File: src/hw/rtcta_regs.svh
// Register offsets, field positions, masks and reset values of the RTC timestamp/calibration/alarm unit
`ifndef RTCTA_REGS_SVH
`define RTCTA_REGS_SVH

// Word addresses on the register port
`define RTCTA_A_CTRL      4'h0
`define RTCTA_A_ALM_CTRL  4'h1
`define RTCTA_A_DIV       4'h2
`define RTCTA_A_FINE_PRESCALE      4'h3
`define RTCTA_A_TS_TL     4'h4
`define RTCTA_A_TS_TH     4'h5
`define RTCTA_A_TS_DL     4'h6
`define RTCTA_A_TS_DH     4'h7
`define RTCTA_A_AV_TL     4'h8
`define RTCTA_A_AV_TH     4'h9
`define RTCTA_A_AV_DL     4'ha
`define RTCTA_A_AV_DH     4'hb
`define RTCTA_A_TS_BASE   2'h1
`define RTCTA_A_AV_BASE   2'h2

// Word index inside a timestamp or alarm group
`define RTCTA_W_TL        2'h0
`define RTCTA_W_TH        2'h1
`define RTCTA_W_DL        2'h2
`define RTCTA_W_DH        2'h3

// Field positions
`define RTCTA_B_CAP_EN    0
`define RTCTA_B_CAP_FLAG  1
`define RTCTA_B_ALM_EN    15
`define RTCTA_B_CHIME     14
`define RTCTA_ALARM_DIGIT_MASK_HI    11
`define RTCTA_ALARM_DIGIT_MASK_LO    8
`define RTCTA_RPT_HI      7
`define RTCTA_RPT_LO      0
`define RTCTA_FINE_PRESCALE_HI     4

// Implemented bits of each time/date word
`define RTCTA_MSK_TL      16'h7f00
`define RTCTA_MSK_TH      16'h3f7f
`define RTCTA_MSK_DL      16'h3f07
`define RTCTA_MSK_DH      16'hff1f
`define RTCTA_MSK_ALL     16'hffff
`define RTCTA_MSK_NONE    16'h0000

// Digit groups used by the alarm comparison
`define RTCTA_F_SEC_U     16'h0f00
`define RTCTA_F_SEC       16'h7f00
`define RTCTA_F_MIN_U     16'h000f
`define RTCTA_F_MIN       16'h007f
`define RTCTA_F_HRMIN     16'h3f7f
`define RTCTA_F_WEEKDAY_DIGIT      16'h0007
`define RTCTA_F_DAY       16'h3f00
`define RTCTA_F_MONTH     16'h001f

// Alarm interval codes
`define RTCTA_AM_HALF     4'h0
`define RTCTA_AM_SEC      4'h1
`define RTCTA_AM_10SEC    4'h2
`define RTCTA_AM_MIN      4'h3
`define RTCTA_AM_10MIN    4'h4
`define RTCTA_AM_HOUR     4'h5
`define RTCTA_AM_DAY      4'h6
`define RTCTA_AM_WEEK     4'h7
`define RTCTA_AM_MONTH    4'h8
`define RTCTA_AM_YEAR     4'h9

// Reset and limit values
`define RTCTA_RST_DIV     16'hffff
`define RTCTA_RST_FINE_PRESCALE    5'h1f
`define RTCTA_ZERO16      16'h0000
`define RTCTA_RPT_MAX     8'hff
`define RTCTA_RPT_ZERO    8'h00
`define RTCTA_RPT_ONE     8'h01
`define RTCTA_PS_ZERO     21'h000000
`define RTCTA_PS_ONE      21'h000001

`endif

File: src/hw/rtcta_pkg.sv
// Types shared by the RTC timestamp/calibration/alarm unit
package rtcta_pkg;

  typedef struct packed {
    logic [3:0] year_tens;
    logic [3:0] year_units;
    logic [0:0] month_tens;
    logic [3:0] month_units;
    logic [1:0] day_tens;
    logic [3:0] day_units;
    logic [2:0] weekday_digit;
    logic [1:0] hours_tens;
    logic [3:0] hours_units;
    logic [2:0] minutes_tens;
    logic [3:0] minutes_units;
    logic [2:0] seconds_tens;
    logic [3:0] seconds_units;
  } rtcta_time_t;

  typedef enum logic {CAP_IDLE, CAP_BUSY} rtcta_cap_state_t;

endpackage : rtcta_pkg

File: src/hw/rtcta_ts_mem.sv
// Four-word timestamp store, kept through soft resets, with registered read data
`timescale 1ns/10ps
`default_nettype none
`include "rtcta_regs.svh"

module rtcta_ts_mem (
  // Clock, power-on reset and clock enable
  input  wire logic        sys_clk_in,
  input  wire logic        rst_in,
  input  wire logic        ce_in,
  // Write port
  input  wire logic        we_in,
  input  wire logic [1:0]  waddr_in,
  input  wire logic [15:0] wdata_in,
  // Read port
  input  wire logic        re_in,
  input  wire logic [1:0]  raddr_in,
  output logic      [15:0] rdata_out
);

  logic [15:0] mem_r [4];

  // Only power-on reset clears the store
  always_ff @(posedge sys_clk_in or posedge rst_in) begin
    if (rst_in) begin
      for (int i = 0; i < 4; i++) begin
        mem_r[i] <= `RTCTA_ZERO16;
      end
    end else if (ce_in && we_in) begin
      mem_r[waddr_in] <= wdata_in;
    end
  end

  always_ff @(posedge sys_clk_in or posedge rst_in) begin
    if (rst_in) begin
      rdata_out <= `RTCTA_ZERO16;
    end else if (ce_in && re_in) begin
      rdata_out <= mem_r[raddr_in];
    end
  end

endmodule : rtcta_ts_mem
`default_nettype wire

File: src/hw/rtcta_top.sv
// RTC timestamp store, calibrated one-second prescaler and repeating alarm
`timescale 1ns/10ps
`default_nettype none
`include "rtcta_regs.svh"

module rtcta_top (
  // Clock, resets, clock enable
  input  wire logic                 sys_clk_in,
  input  wire logic                 rst_in,
  input  wire logic                 soft_rst_in,
  input  wire logic                 ce_in,
  // Register port
  input  wire logic [3:0]           addr_in,
  input  wire logic [15:0]          wr_data_in,
  input  wire logic                 wr_in,
  input  wire logic                 rd_in,
  output logic      [15:0]          rd_data_out,
  // Running clock value and capture event
  input  wire rtcta_pkg::rtcta_time_t cur_time_in,
  input  wire logic                 capture_event_in,
  // Tick and alarm outputs
  output logic                      tick_out,
  output logic                      half_tick_out,
  output logic                      alarm_irq_out
);

  // Pack a time value into one of the four register words
  function automatic logic [15:0] ts_word(input rtcta_pkg::rtcta_time_t t, input logic [1:0] idx);
    logic [15:0] w;
    w = `RTCTA_ZERO16;
    case (idx)
      `RTCTA_W_TL: w = {1'b0, t.seconds_tens, t.seconds_units, 8'h00};
      `RTCTA_W_TH: w = {2'b00, t.hours_tens, t.hours_units, 1'b0, t.minutes_tens, t.minutes_units};
      `RTCTA_W_DL: w = {2'b00, t.day_tens, t.day_units, 5'h00, t.weekday_digit};
      default:     w = {t.year_tens, t.year_units, 3'h0, t.month_tens, t.month_units};
    endcase
    return w;
  endfunction : ts_word

  // Implemented bits of each word
  function automatic logic [15:0] word_mask(input logic [1:0] idx);
    logic [15:0] m;
    m = `RTCTA_MSK_NONE;
    case (idx)
      `RTCTA_W_TL: m = `RTCTA_MSK_TL;
      `RTCTA_W_TH: m = `RTCTA_MSK_TH;
      `RTCTA_W_DL: m = `RTCTA_MSK_DL;
      default:     m = `RTCTA_MSK_DH;
    endcase
    return m;
  endfunction : word_mask

  // Digits compared per interval code, as {date_high, date_low, time_high, time_low}
  function automatic logic [63:0] interval_mask(input logic [3:0] code);
    logic [63:0] m;
    m = {`RTCTA_MSK_NONE, `RTCTA_MSK_NONE, `RTCTA_MSK_NONE, `RTCTA_MSK_NONE};
    case (code)
      `RTCTA_AM_10SEC: m[15:0] = `RTCTA_F_SEC_U;
      `RTCTA_AM_MIN:   m[15:0] = `RTCTA_F_SEC;
      `RTCTA_AM_10MIN: m[31:0] = {`RTCTA_F_MIN_U, `RTCTA_F_SEC};
      `RTCTA_AM_HOUR:  m[31:0] = {`RTCTA_F_MIN, `RTCTA_F_SEC};
      `RTCTA_AM_DAY:   m[31:0] = {`RTCTA_F_HRMIN, `RTCTA_F_SEC};
      `RTCTA_AM_WEEK:  m[47:0] = {`RTCTA_F_WEEKDAY_DIGIT, `RTCTA_F_HRMIN, `RTCTA_F_SEC};
      `RTCTA_AM_MONTH: m[47:0] = {`RTCTA_F_DAY, `RTCTA_F_HRMIN, `RTCTA_F_SEC};
      `RTCTA_AM_YEAR:  m = {`RTCTA_F_MONTH, `RTCTA_F_DAY, `RTCTA_F_HRMIN, `RTCTA_F_SEC};
      default:         m = {`RTCTA_MSK_NONE, `RTCTA_MSK_NONE, `RTCTA_MSK_NONE, `RTCTA_MSK_NONE};
    endcase
    return m;
  endfunction : interval_mask

  // Codes above the year interval never fire
  function automatic logic code_valid(input logic [3:0] code);
    return code <= `RTCTA_AM_YEAR;
  endfunction : code_valid

  // Register group decode
  function automatic logic in_group(input logic [3:0] a, input logic [1:0] grp);
    return a[3:2] == grp;
  endfunction : in_group

  // Control and calibration state
  logic                         cap_en_r;
  logic                         cap_flag_r;
  logic [15:0]                  div_r;
  logic [4:0]                   fine_prescale_r;
  logic [20:0]                  ps_cnt_r;
  logic [20:0]                  presc;
  logic                         ps_wrap;
  // Alarm state
  logic                         alm_en_r;
  logic                         chime_r;
  logic [3:0]                   alarm_digit_mask_r;
  logic [7:0]                   rpt_r;
  logic [15:0]                  av_r [4];
  logic [63:0]                  cur_words;
  logic [63:0]                  av_words;
  logic                         alm_match;
  logic                         alm_evt;
  logic                         fire;
  // Capture and register port
  rtcta_pkg::rtcta_cap_state_t  cap_state_r;
  rtcta_pkg::rtcta_time_t       snap_r;
  logic [1:0]                   cap_ptr_r;
  logic                         cap_start;
  logic                         cap_done;
  logic                         wr_ctrl;
  logic                         wr_actl;
  logic                         mem_we;
  logic [15:0]                  mem_wdata;
  logic [1:0]                   mem_waddr;
  logic [15:0]                  mem_q;
  logic [15:0]                  rd_r;
  logic [15:0]                  rd_mask_r;
  logic                         rd_ts_r;

  assign wr_ctrl = wr_in && (addr_in == `RTCTA_A_CTRL);
  assign wr_actl = wr_in && (addr_in == `RTCTA_A_ALM_CTRL);

  // Prescaler: period is the 21-bit value plus one clock
  assign presc   = {div_r, fine_prescale_r};
  assign ps_wrap = ps_cnt_r >= presc;

  always_ff @(posedge sys_clk_in or posedge rst_in) begin
    if (rst_in) begin
      div_r  <= `RTCTA_RST_DIV;
      fine_prescale_r <= `RTCTA_RST_FINE_PRESCALE;
    end else if (ce_in) begin
      if (soft_rst_in) begin
        div_r  <= `RTCTA_RST_DIV;
        fine_prescale_r <= `RTCTA_RST_FINE_PRESCALE;
      end else if (wr_in && addr_in == `RTCTA_A_DIV) begin
        div_r <= wr_data_in;
      end else if (wr_in && addr_in == `RTCTA_A_FINE_PRESCALE) begin
        fine_prescale_r <= wr_data_in[`RTCTA_FINE_PRESCALE_HI:0];
      end
    end
  end

  always_ff @(posedge sys_clk_in or posedge rst_in) begin
    if (rst_in) begin
      ps_cnt_r      <= `RTCTA_PS_ZERO;
      tick_out      <= 1'b0;
      half_tick_out <= 1'b0;
    end else if (ce_in) begin
      if (soft_rst_in) begin
        ps_cnt_r      <= `RTCTA_PS_ZERO;
        tick_out      <= 1'b0;
        half_tick_out <= 1'b0;
      end else begin
        ps_cnt_r      <= ps_wrap ? `RTCTA_PS_ZERO : ps_cnt_r + `RTCTA_PS_ONE;
        tick_out      <= ps_wrap;
        half_tick_out <= ps_wrap || (ps_cnt_r == (presc >> 1));
      end
    end
  end

  // Alarm comparison against the running clock, once per tick, or on every half tick for the half-second code
  always_comb begin
    cur_words = {ts_word(cur_time_in, `RTCTA_W_DH), ts_word(cur_time_in, `RTCTA_W_DL),
                 ts_word(cur_time_in, `RTCTA_W_TH), ts_word(cur_time_in, `RTCTA_W_TL)};
    av_words  = {av_r[3], av_r[2], av_r[1], av_r[0]};
  end

  assign alm_match = code_valid(alarm_digit_mask_r) && (((cur_words ^ av_words) & interval_mask(alarm_digit_mask_r)) == 64'h0);
  assign alm_evt   = (alarm_digit_mask_r == `RTCTA_AM_HALF) ? half_tick_out : tick_out;
  assign fire      = ce_in && !soft_rst_in && alm_en_r && alm_evt && alm_match;

  always_ff @(posedge sys_clk_in or posedge rst_in) begin
    if (rst_in) begin
      alarm_irq_out <= 1'b0;
    end else if (ce_in) begin
      alarm_irq_out <= fire;
    end
  end

  // Alarm control: software write wins over the sequencing of the same cycle
  always_ff @(posedge sys_clk_in or posedge rst_in) begin
    if (rst_in) begin
      alm_en_r <= 1'b0;
      chime_r  <= 1'b0;
      alarm_digit_mask_r  <= `RTCTA_AM_HALF;
      rpt_r    <= `RTCTA_RPT_ZERO;
    end else if (ce_in) begin
      if (soft_rst_in) begin
        alm_en_r <= 1'b0;
        chime_r  <= 1'b0;
        alarm_digit_mask_r  <= `RTCTA_AM_HALF;
        rpt_r    <= `RTCTA_RPT_ZERO;
      end else if (wr_actl) begin
        alm_en_r <= wr_data_in[`RTCTA_B_ALM_EN];
        chime_r  <= wr_data_in[`RTCTA_B_CHIME];
        alarm_digit_mask_r  <= wr_data_in[`RTCTA_ALARM_DIGIT_MASK_HI:`RTCTA_ALARM_DIGIT_MASK_LO];
        rpt_r    <= wr_data_in[`RTCTA_RPT_HI:`RTCTA_RPT_LO];
      end else if (fire) begin
        if (rpt_r != `RTCTA_RPT_ZERO) begin
          rpt_r <= rpt_r - `RTCTA_RPT_ONE;
        end else if (chime_r) begin
          rpt_r <= `RTCTA_RPT_MAX;
        end else begin
          alm_en_r <= 1'b0;
        end
      end
    end
  end

  // Alarm compare value; only meaningful to change while the alarm is disabled
  always_ff @(posedge sys_clk_in or posedge rst_in) begin
    if (rst_in) begin
      for (int i = 0; i < 4; i++) begin
        av_r[i] <= `RTCTA_ZERO16;
      end
    end else if (ce_in) begin
      if (soft_rst_in) begin
        for (int i = 0; i < 4; i++) begin
          av_r[i] <= `RTCTA_ZERO16;
        end
      end else if (wr_in && in_group(addr_in, `RTCTA_A_AV_BASE)) begin
        av_r[addr_in[1:0]] <= wr_data_in & word_mask(addr_in[1:0]);
      end
    end
  end

  // Timestamp capture: hardware event or a one written to the flag with capture enabled
  assign cap_start = ce_in && !soft_rst_in && cap_en_r && !cap_flag_r && (cap_state_r == rtcta_pkg::CAP_IDLE) &&
                     (capture_event_in || (wr_ctrl && wr_data_in[`RTCTA_B_CAP_FLAG]));
  assign cap_done  = (cap_state_r == rtcta_pkg::CAP_BUSY) && (cap_ptr_r == `RTCTA_W_DH);

  always_ff @(posedge sys_clk_in or posedge rst_in) begin
    if (rst_in) begin
      cap_state_r <= rtcta_pkg::CAP_IDLE;
      cap_ptr_r   <= `RTCTA_W_TL;
      snap_r      <= '0;
    end else if (ce_in) begin
      if (soft_rst_in) begin
        cap_state_r <= rtcta_pkg::CAP_IDLE;
        cap_ptr_r   <= `RTCTA_W_TL;
      end else begin
        case (cap_state_r)
          rtcta_pkg::CAP_IDLE: begin
            cap_ptr_r <= `RTCTA_W_TL;
            if (cap_start) begin
              snap_r      <= cur_time_in;
              cap_state_r <= rtcta_pkg::CAP_BUSY;
            end
          end
          rtcta_pkg::CAP_BUSY: begin
            cap_ptr_r <= cap_ptr_r + 2'h1;
            if (cap_done) begin
              cap_state_r <= rtcta_pkg::CAP_IDLE;
            end
          end
          default: cap_state_r <= rtcta_pkg::CAP_IDLE;
        endcase
      end
    end
  end

  // Capture control; completion sets the flag even against a clearing write
  always_ff @(posedge sys_clk_in or posedge rst_in) begin
    if (rst_in) begin
      cap_en_r   <= 1'b0;
      cap_flag_r <= 1'b0;
    end else if (ce_in) begin
      if (soft_rst_in) begin
        cap_en_r   <= 1'b0;
        cap_flag_r <= 1'b0;
      end else begin
        if (wr_ctrl) begin
          cap_en_r <= wr_data_in[`RTCTA_B_CAP_EN];
        end
        if (cap_done) begin
          cap_flag_r <= 1'b1;
        end else if (wr_ctrl && !wr_data_in[`RTCTA_B_CAP_FLAG]) begin
          cap_flag_r <= 1'b0;
        end
      end
    end
  end

  // Store write: capture has priority over a software write
  assign mem_we    = (cap_state_r == rtcta_pkg::CAP_BUSY) || (wr_in && in_group(addr_in, `RTCTA_A_TS_BASE));
  assign mem_waddr = (cap_state_r == rtcta_pkg::CAP_BUSY) ? cap_ptr_r : addr_in[1:0];
  assign mem_wdata = (cap_state_r == rtcta_pkg::CAP_BUSY) ? ts_word(snap_r, cap_ptr_r) :
                     (wr_data_in & (cap_en_r ? word_mask(addr_in[1:0]) : `RTCTA_MSK_ALL));

  rtcta_ts_mem u_ts_mem (
    .sys_clk_in (sys_clk_in),
    .rst_in     (rst_in),
    .ce_in      (ce_in),
    .we_in      (mem_we),
    .waddr_in   (mem_waddr),
    .wdata_in   (mem_wdata),
    .re_in      (rd_in),
    .raddr_in   (addr_in[1:0]),
    .rdata_out  (mem_q)
  );

  // Read path: data stand only in the cycle after the read strobe
  always_ff @(posedge sys_clk_in or posedge rst_in) begin
    if (rst_in) begin
      rd_r      <= `RTCTA_ZERO16;
      rd_ts_r   <= 1'b0;
      rd_mask_r <= `RTCTA_MSK_ALL;
    end else if (ce_in) begin
      rd_ts_r   <= rd_in && in_group(addr_in, `RTCTA_A_TS_BASE);
      rd_mask_r <= cap_en_r ? word_mask(addr_in[1:0]) : `RTCTA_MSK_ALL;
      rd_r      <= `RTCTA_ZERO16;
      if (rd_in) begin
        case (addr_in)
          `RTCTA_A_CTRL:     rd_r <= {14'h0000, cap_flag_r, cap_en_r};
          `RTCTA_A_ALM_CTRL: rd_r <= {alm_en_r, chime_r, 2'b00, alarm_digit_mask_r, rpt_r};
          `RTCTA_A_DIV:      rd_r <= div_r;
          `RTCTA_A_FINE_PRESCALE:     rd_r <= {11'h000, fine_prescale_r};
          `RTCTA_A_AV_TL:    rd_r <= av_r[0];
          `RTCTA_A_AV_TH:    rd_r <= av_r[1];
          `RTCTA_A_AV_DL:    rd_r <= av_r[2];
          `RTCTA_A_AV_DH:    rd_r <= av_r[3];
          default:           rd_r <= `RTCTA_ZERO16;
        endcase
      end
    end
  end

  assign rd_data_out = rd_ts_r ? (mem_q & rd_mask_r) : rd_r;

  // Checks
  property p_rpt_dec;
    @(posedge sys_clk_in) disable iff (rst_in)
    fire && !wr_actl && rpt_r != `RTCTA_RPT_ZERO |=> rpt_r == $past(rpt_r) - `RTCTA_RPT_ONE && alm_en_r;
  endproperty
  a_rpt_dec: assert property (p_rpt_dec) else $error("repeat count not decremented");

  property p_final_off;
    @(posedge sys_clk_in) disable iff (rst_in)
    fire && !wr_actl && rpt_r == `RTCTA_RPT_ZERO && !chime_r |=> !alm_en_r ##1 !fire;
  endproperty
  a_final_off: assert property (p_final_off) else $error("alarm still enabled after final alarm");

  property p_chime_wrap;
    @(posedge sys_clk_in) disable iff (rst_in)
    fire && !wr_actl && rpt_r == `RTCTA_RPT_ZERO && chime_r |=> alm_en_r && rpt_r == `RTCTA_RPT_MAX;
  endproperty
  a_chime_wrap: assert property (p_chime_wrap) else $error("chime did not wrap count");

  property p_irq;
    @(posedge sys_clk_in) disable iff (rst_in)
    fire |=> alarm_irq_out;
  endproperty
  a_irq: assert property (p_irq) else $error("alarm interrupt missing");

  property p_irq_cause;
    @(posedge sys_clk_in) disable iff (rst_in)
    $rose(alarm_irq_out) |-> $past(alm_en_r) && $past(alm_match) && $past(alm_evt);
  endproperty
  a_irq_cause: assert property (p_irq_cause) else $error("alarm without enable and match");

  property p_tick;
    @(posedge sys_clk_in) disable iff (rst_in || soft_rst_in)
    ce_in && ps_cnt_r == presc |=> tick_out && ps_cnt_r == `RTCTA_PS_ZERO;
  endproperty
  a_tick: assert property (p_tick) else $error("prescaler did not wrap at divide value");

  property p_capture;
    @(posedge sys_clk_in) disable iff (rst_in || soft_rst_in)
    (cap_start ##1 ce_in [*4]) |=> cap_flag_r && cap_state_r == rtcta_pkg::CAP_IDLE;
  endproperty
  a_capture: assert property (p_capture) else $error("capture did not complete in four cycles");

  property p_ts_th_bits;
    @(posedge sys_clk_in) disable iff (rst_in)
    ce_in && rd_in && addr_in == `RTCTA_A_TS_TH && cap_en_r |=> (rd_data_out & ~`RTCTA_MSK_TH) == `RTCTA_ZERO16;
  endproperty
  a_ts_th_bits: assert property (p_ts_th_bits) else $error("unimplemented time bits read nonzero");

  property p_ts_dl_bits;
    @(posedge sys_clk_in) disable iff (rst_in)
    ce_in && rd_in && addr_in == `RTCTA_A_TS_DL && cap_en_r |=> (rd_data_out & ~`RTCTA_MSK_DL) == `RTCTA_ZERO16;
  endproperty
  a_ts_dl_bits: assert property (p_ts_dl_bits) else $error("unimplemented date bits read nonzero");

  c_alarm: cover property (@(posedge sys_clk_in) disable iff (rst_in) fire);
  c_final: cover property (@(posedge sys_clk_in) disable iff (rst_in) fire && rpt_r == `RTCTA_RPT_ZERO && !chime_r);
  c_wrap: cover property (@(posedge sys_clk_in) disable iff (rst_in) fire && rpt_r == `RTCTA_RPT_ZERO && chime_r);
  c_capture: cover property (@(posedge sys_clk_in) disable iff (rst_in) cap_done);

endmodule : rtcta_top
`default_nettype wire

File: config.mk
export PLATFORM = sky130hd
export DESIGN_NAME = rtcta_top
export DESIGN_NICKNAME = d
export VERILOG_FILES = /design/src/hw/rtcta_pkg.sv /design/src/hw/rtcta_ts_mem.sv /design/src/hw/rtcta_top.sv
export VERILOG_INCLUDE_DIRS = /design/src /design/src/hw
export SDC_FILE = /design/constraint.sdc
export NUM_CORES = 1
export LEC_CHECK = 0
export ABC_AREA = 0
export BUFFER_PORTS_ARGS = -buffer_cell sky130_fd_sc_hd__buf_2
export CORE_UTILIZATION = 55
export CTS_BUF_LIST = sky130_fd_sc_hd__clkbuf_4
export CTS_CLUSTER_DIAMETER = 30
export DETAILED_ROUTE_END_ITERATION = 8
export GPL_ROUTABILITY_DRIVEN = 0
export PLACE_DENSITY = 0.73
export SYNTH_ARGS = -nofsm -noshare
export SYNTH_HDL_FRONTEND = slang
export SYNTH_SLANG_ARGS = --single-unit
File: constraint.sdc
create_clock -name sys_clk_in -period 9.5 [get_ports sys_clk_in]
set_clock_uncertainty 0.2 [all_clocks]
set_input_delay 0.95 -clock sys_clk_in [delete_from_list [all_inputs] [get_ports sys_clk_in]]
set_output_delay 0.95 -clock sys_clk_in [all_outputs]
set_load 0.05 [all_outputs]
# Yosys cells after proc, flatten, opt, wreduce, memory -nomap -nowiden
# Index checks and enable logic that the tools add are counted.
# word_totals
reg_bits	283
latch_bits	0
mem_bits_rw	0
rom_bits	0
input_bits	69
out_inout_bits	19
elab_cells	199
n_memories	0
# classes
add_sub_neg	3
n_mul	0
n_div	0
order_cmp	6
eq_ne	26
n_shift	0
n_mux	61
bitwise	9
reduce_logical	55
# op_table
operator	n
$mux 16	13
$bwmux 64	2
$mux 64	2
$pmux 16 s8	1
$pmux 16 s3	2
$and 64x64->64	1
$demux 16 s2	2
$logic_not 64->1	1
$xor 64x64->64	1
$and 16x16->16	3
$mux 21	2
$pmux 14 s3	1
$mux 8	5
$bmux 16 s2	1
$pmux 15 s2	1
$pmux 14 s2	1
$eq 4x4->1 const B	6
$logic_and 1x1->1	23
$add 21x1->21 const B	1
$eq 21x20->1	1
$ge 21x21->1	1
$mux 5	4
$mux 1	18
$eq 4x2->1 const B	4
other kinds (32)	63

# Longest topological paths before layout
# depth
depth_word	10
mapped_depth	11
depth_no_buf	9

# Cells and area by module
# Synthesis repeated with hierarchy kept, for this count alone.
# unflattened
cells_unflattened	1223
area_unflattened_um2	13898.3
# modules_own_cells
mod	instances	cells_per_inst	area_per_inst_um2	seq_area_each_um2
rtcta_top	1	1030	10445.0	4763.3
rtcta_ts_mem	1	193	3453.3	2001.9

# Worst setup path after synthesis
# Ideal clock, no wire load.
# synth_timing
path_type	input to register
from	input port addr_in[0]
to	register rd_r[0]
setup_time_ps	141
arrival_time_ps	3214
required_time_ps	9159
path_slack_ps	5945
cell_stages	7
path_buffers	3
cell_sequence	clkbuf_1 -> inv_1 -> ha_1 -> clkbuf_1 -> o41ai_1 -> clkbuf_1 -> o22ai_1
# synth_between
elab_chain_cells	3
word_cells_on_any_way	10
classes_between	7 x eq/ne; 2 x mux; 1 x reduce/logical
# synth_rtl
item	line	text
start, declared	rtcta_top.sv:13	input wire logic [3:0] addr_in,
$eq 4x4->1, or another cell as far along	rtcta_top.sv:309	case (addr_in)
$pmux 16 s8 *	rtcta_top.sv:309	
$mux 16 *	rtcta_top.sv:308	if (rd_in) begin
end signal, assigned	rtcta_top.sv:307	rd_r <= `RTCTA_ZERO16;
end signal, assigned	rtcta_top.sv:310	`RTCTA_A_CTRL: rd_r <= {14'h0000, cap_flag_r, cap_en_r};
end signal, assigned	rtcta_top.sv:311	`RTCTA_A_ALM_CTRL: rd_r <= {alm_en_r, chime_r, 2'b00, alarm_digit_mask_r, rpt_r};
end, declared	rtcta_top.sv:112	logic [15:0] rd_r;
# Every way passes the cells marked *; elsewhere a longest branch is shown, timed or not.
# A chain may end at the register's enable or synchronous reset.

# Worst setup path in the final report
# layout_timing
from	input port soft_rst_in
to	register snap_r[16] in the netlist's numbering
# layout_between
elab_chain_cells	7
word_cells_on_any_way	8
classes_between	1 x bitwise; 7 x reduce/logical
# layout_rtl
item	line	text
start, declared	rtcta_top.sv:10	input wire logic soft_rst_in,
$logic_not 1->1	rtcta_top.sv:224	assign cap_start = ce_in && !soft_rst_in && cap_en_r && !cap_flag_r && (cap_state_r == rtcta_pkg::CAP_IDLE) &&
$logic_and 1x1->1 (5 in a row)	rtcta_top.sv:224	
$reduce_and 4->1 (no source line) *	-	
end signal, assigned	rtcta_top.sv:242	snap_r <= cur_time_in;
end, declared	rtcta_top.sv:102	rtcta_pkg::rtcta_time_t snap_r;
# Marks and branches as above.

==> qor.yml <==
timing.reg2reg.worst_path_depth: 7
start_util_pct: 55.8
synth_nets: 1391
die_w_um: 159
instances_no_fill: 1771
worstReg2RegStart: "alarm_digit_mask_r[2]$_DFFE_PP0P_"
synth-main-ff-cell: "sky130_fd_sc_hd__dfrtp_1"
cts.hold.buffers_added: 0
ys_top_cells_by_area: "sky130_fd_sc_hd__dfrtp_1 (45%), sky130_fd_sc_hd__dfstp_2 (5.2%), sky130_fd_sc_hd__o21ai_0 (5.1%)"
register_clock_pin_slew_on_the_reported_worst_setup_and_hold_paths_ns: 0.06
post_cts_resized: 0
status: "completed"
timing.final.crit_period_ns: 3.72
root_buffer: "sky130_fd_sc_hd__clkbuf_4"
post_synth_inst_count: 1289
highest_clock_frequency_the_design_can_meet_mhz: 269
period_share_pct: 39.2
totalWireLength_um: 39900
insertion_delay_ns: 0.70
hold_ws_ns: 0.273
routed_wire_length_per_instance_um: 22.5
cts_tree: "yes"
globalRouteOverflowTotal: 0
number_of_enable_flip_flop_cells_after_synthesis: 0
critPathCaptureType: "flop"
place.detailed.hpwl_um: 27400
criticalPathCategory: "input port to flop"
startpoint_type: "input port"
dr_total_vias: 11361
actual_transition_at_the_worst_max_transition_pin_ns: 1.23
critical_path_arrival_ns: 4.08
die_area_mm2: 0.0252
drt_iter0_drc: 1273
tritoncts_num_sinks: 269
setup_tns_ns: 0
ys_async_sr_fraction_pct: 100
placedCellCount: 1631
r2r-end: "rpt_r[6]$_DFFE_PP0P_"
static-leakage-power_uw: 0.00692
timing.hold.worst.start: "alarm_irq_out$_DFFE_PP0P_"
yosys.area_share.simple_pct: 11.2
io_buffers: 87
post_synthesis_average_cell_area_um2: 10.5
grt_setup_unrepaired: "false"
worst_slew_margin_rel_pct: 17.7
firstDrtPassIters: 8
rows: 57
synthAdderAreaFrac_pct: 3.05
number_of_warnings_issued_by_yosys: 0
timing_max_transition_violations_final: 0
synth_cell_area_mm2: 0.0135
reg2reg_setup_slack_ns: 6.27
fillerInstances: 2059
grt_pass1_vias: 11214
core_mm2: 0.0242
synth_xor_xnor_area_share_pct: 3.56
register_area_mm2: 0.00677
drive_above_1_share_pct: 23.8
antenna_violations_before_repair: 2
final_hold_viol_count: 0
area_delta_synth_final_pct: 12.4
max-clock-path-buffers: 3
setup_viol_count_final: 0
multi_input_comb_area_mm2: 0.00621
crit_fanout: 43
grt_start_max_net_pins: 141
whs_endpoint: "alarm_irq_out$_DFFE_PP0P_"
io-pin-count: 88
die_height_um: 159
sequential_fraction_of_the_synthesis_area_pct: 50.0
route.detailed.vias_per_inst: 6.42
yosys.area.top_type_share_pct: 44.8
number_of_different_library_cells_in_the_post_synthesis_netlist: 70
post-synth-top-area-cell: "sky130_fd_sc_hd__dfrtp_1"
synth_seq_cells: 269
synth-compound-area-share_pct: 19.4
cts_made_buffers: 78
muxShareOfSynthArea_pct: 8.39
final_nets: 1489
groute.usage.overall_pct: 32.6
synth_top_family_by_area: "compound AO/OA/AOI/OAI gates"
drc: 0
irDropWorstVdd_v: 0.000119
final_antenna_net_count: 0
hold-path-cell-count: 1
wire_length_of_the_first_global_routing_pass_um: 63300
postCtsSetupRepairBufs: 0
drv.max_cap_violation_count: 0
worst_hold_path_type: "flop to flop"
critical_path_rt_ns: 9.85
h-tree-depth: 3
power_density_mw_per_mm2: 215
how the worst max path moves through the flow:
stage                            from                                end  slack, ns  cells after the start
after floorplan                rst_in  alarm_digit_mask_r[0]$_DFFE_PP0P_       0.98                      1
after global placement    soft_rst_in              snap_r[7]$_DFFE_PP0P_       5.25                      6
after detailed placement  soft_rst_in             snap_r[16]$_DFFE_PP0P_       5.18                      6
after CTS                 soft_rst_in             snap_r[16]$_DFFE_PP0P_       5.87                      6
after global routing      soft_rst_in             snap_r[19]$_DFFE_PP0P_       5.72                      6
final                     soft_rst_in             snap_r[16]$_DFFE_PP0P_       5.78                      6
logic make-up after synthesis:
logic type / Yosys count
fa+ha+maj: 33
flops: 269
xor+xnor: 55
buf+inv: 145
simple gates: 323
mux: 86
compound gates: 378
routing by layer:
layer / routed length, µm / vias up / GRT usage [%] / share of wire (%)
met5: 0 / - / 0 / 0
met4: 1670 / 0 / 13.9 / 4.2
met3: 3870 / 136 / 7.99 / 9.7
met2: 17800 / 623 / 49.0 / 45
met1: 16500 / 5607 / 45.0 / 41
li1: - / 4995 / - / -
cell usage after synthesis, drive strengths merged (4+ instances only):
cell type / n
dfrtp: 242
o2bb2ai: 5
o22a: 21
o311ai: 11
a31oi: 12
nor3: 20
dfstp: 27
mux2i: 11
nand3: 39
xnor2: 47
mux2: 59
mux4: 16
a22oi: 30
a32o: 18
a21o: 11
nor2: 33
o22ai: 17
ha: 33
a221oi: 12
a221o: 6
nand2: 153
and3: 14
nor2b: 4
nand4: 16
a222oi: 8
a22o: 36
nor4: 10
clkbuf: 71
or2: 4
and2: 9
a311oi: 5
xor2: 8
or3: 8
inv: 64
buf: 10
a21oi: 26
o21ai: 139
sequential cells by signal, summed over array words and instances (netlist names), 6 cells and up:
| signal | flops |
|---|---|
| rd_mask_r | 6 |
| u_ts_mem.mem_r | 64 |
| ps_cnt_r | 21 |
| u_ts_mem.rdata_out | 16 |
| rd_r | 16 |
| av_r | 60 |
| snap_r | 42 |
| rpt_r | 8 |
| div_r | 16 |
metrics by stage:
step                total power [µW]  setup slack, ns  area [µm²]  utilization [%]
finish                          3270             5.78       15200             62.7
global route                    3430             5.72       15200             62.7
CTS                             3270             5.87       15200             62.7
detailed placement              2130             5.18       14200             58.4
global placement                2090             5.25       14200             58.4
floorplan                       1930            0.984       13500                -
report_power, final:
part	total [µW]	internal (µW)	leakage, µW	switching, µW
combinational	559	256	0.00281	303
sequential	1560	1390	0.00349	167
clock	1150	632	0.000617	518
total	3270	2280	0.00692	988
worst max-delay path, stage by stage:
cell                      delay [ns]
sky130_fd_sc_hd__buf_2          0.26
sky130_fd_sc_hd__inv_1          0.52
sky130_fd_sc_hd__nand2_1        0.38
sky130_fd_sc_hd__or4_1          0.55
sky130_fd_sc_hd__nor2_4         0.95
sky130_fd_sc_hd__mux2_2         0.43
placed cells by master (no fill, tap or decap), types with 6 or more instances in the layout:
master,instances
sky130_fd_sc_hd__mux4_2,16
sky130_fd_sc_hd__o22ai_1,17
sky130_fd_sc_hd__a22oi_1,30
sky130_fd_sc_hd__a221oi_1,12
sky130_fd_sc_hd__o22a_1,21
sky130_fd_sc_hd__a22o_1,36
sky130_fd_sc_hd__a222oi_1,8
sky130_fd_sc_hd__ha_1,33
sky130_fd_sc_hd__a32o_1,18
sky130_fd_sc_hd__and3_1,13
sky130_fd_sc_hd__clkbuf_4,106
sky130_fd_sc_hd__buf_4,12
sky130_fd_sc_hd__a21oi_1,26
sky130_fd_sc_hd__nor2_1,32
sky130_fd_sc_hd__o21ai_0,134
sky130_fd_sc_hd__buf_2,87
sky130_fd_sc_hd__xor2_1,8
sky130_fd_sc_hd__and2_1,9
sky130_fd_sc_hd__a31oi_1,12
sky130_fd_sc_hd__a21o_1,11
sky130_fd_sc_hd__mux2_2,59
sky130_fd_sc_hd__o311ai_0,9
sky130_fd_sc_hd__xnor2_1,47
sky130_fd_sc_hd__or3_1,7
sky130_fd_sc_hd__clkinv_2,11
sky130_fd_sc_hd__a221o_1,6
sky130_fd_sc_hd__nor3_1,20
sky130_fd_sc_hd__mux2i_1,11
sky130_fd_sc_hd__inv_1,62
sky130_fd_sc_hd__dfstp_2,27
sky130_fd_sc_hd__nand4_1,16
sky130_fd_sc_hd__dfrtp_1,242
sky130_fd_sc_hd__nand3_1,39
sky130_fd_sc_hd__clkinv_1,16
sky130_fd_sc_hd__nor4_1,8
sky130_fd_sc_hd__nand2_1,153
final cells by class:
cell class | instances | share of cell area, %
Sequential cell | 269 | 44.5
Multi-Input combinational cell | 875 | 40.8
Clock buffer | 106 | 5.23
Timing Repair Buffer | 99 | 3.46
Tap cell | 324 | 2.67
Clock inverter | 33 | 1.65
Inverter | 64 | 1.63
Antenna cell | 1 | 0.0165
No activity file was read; power rests on OpenSTA's default activity.
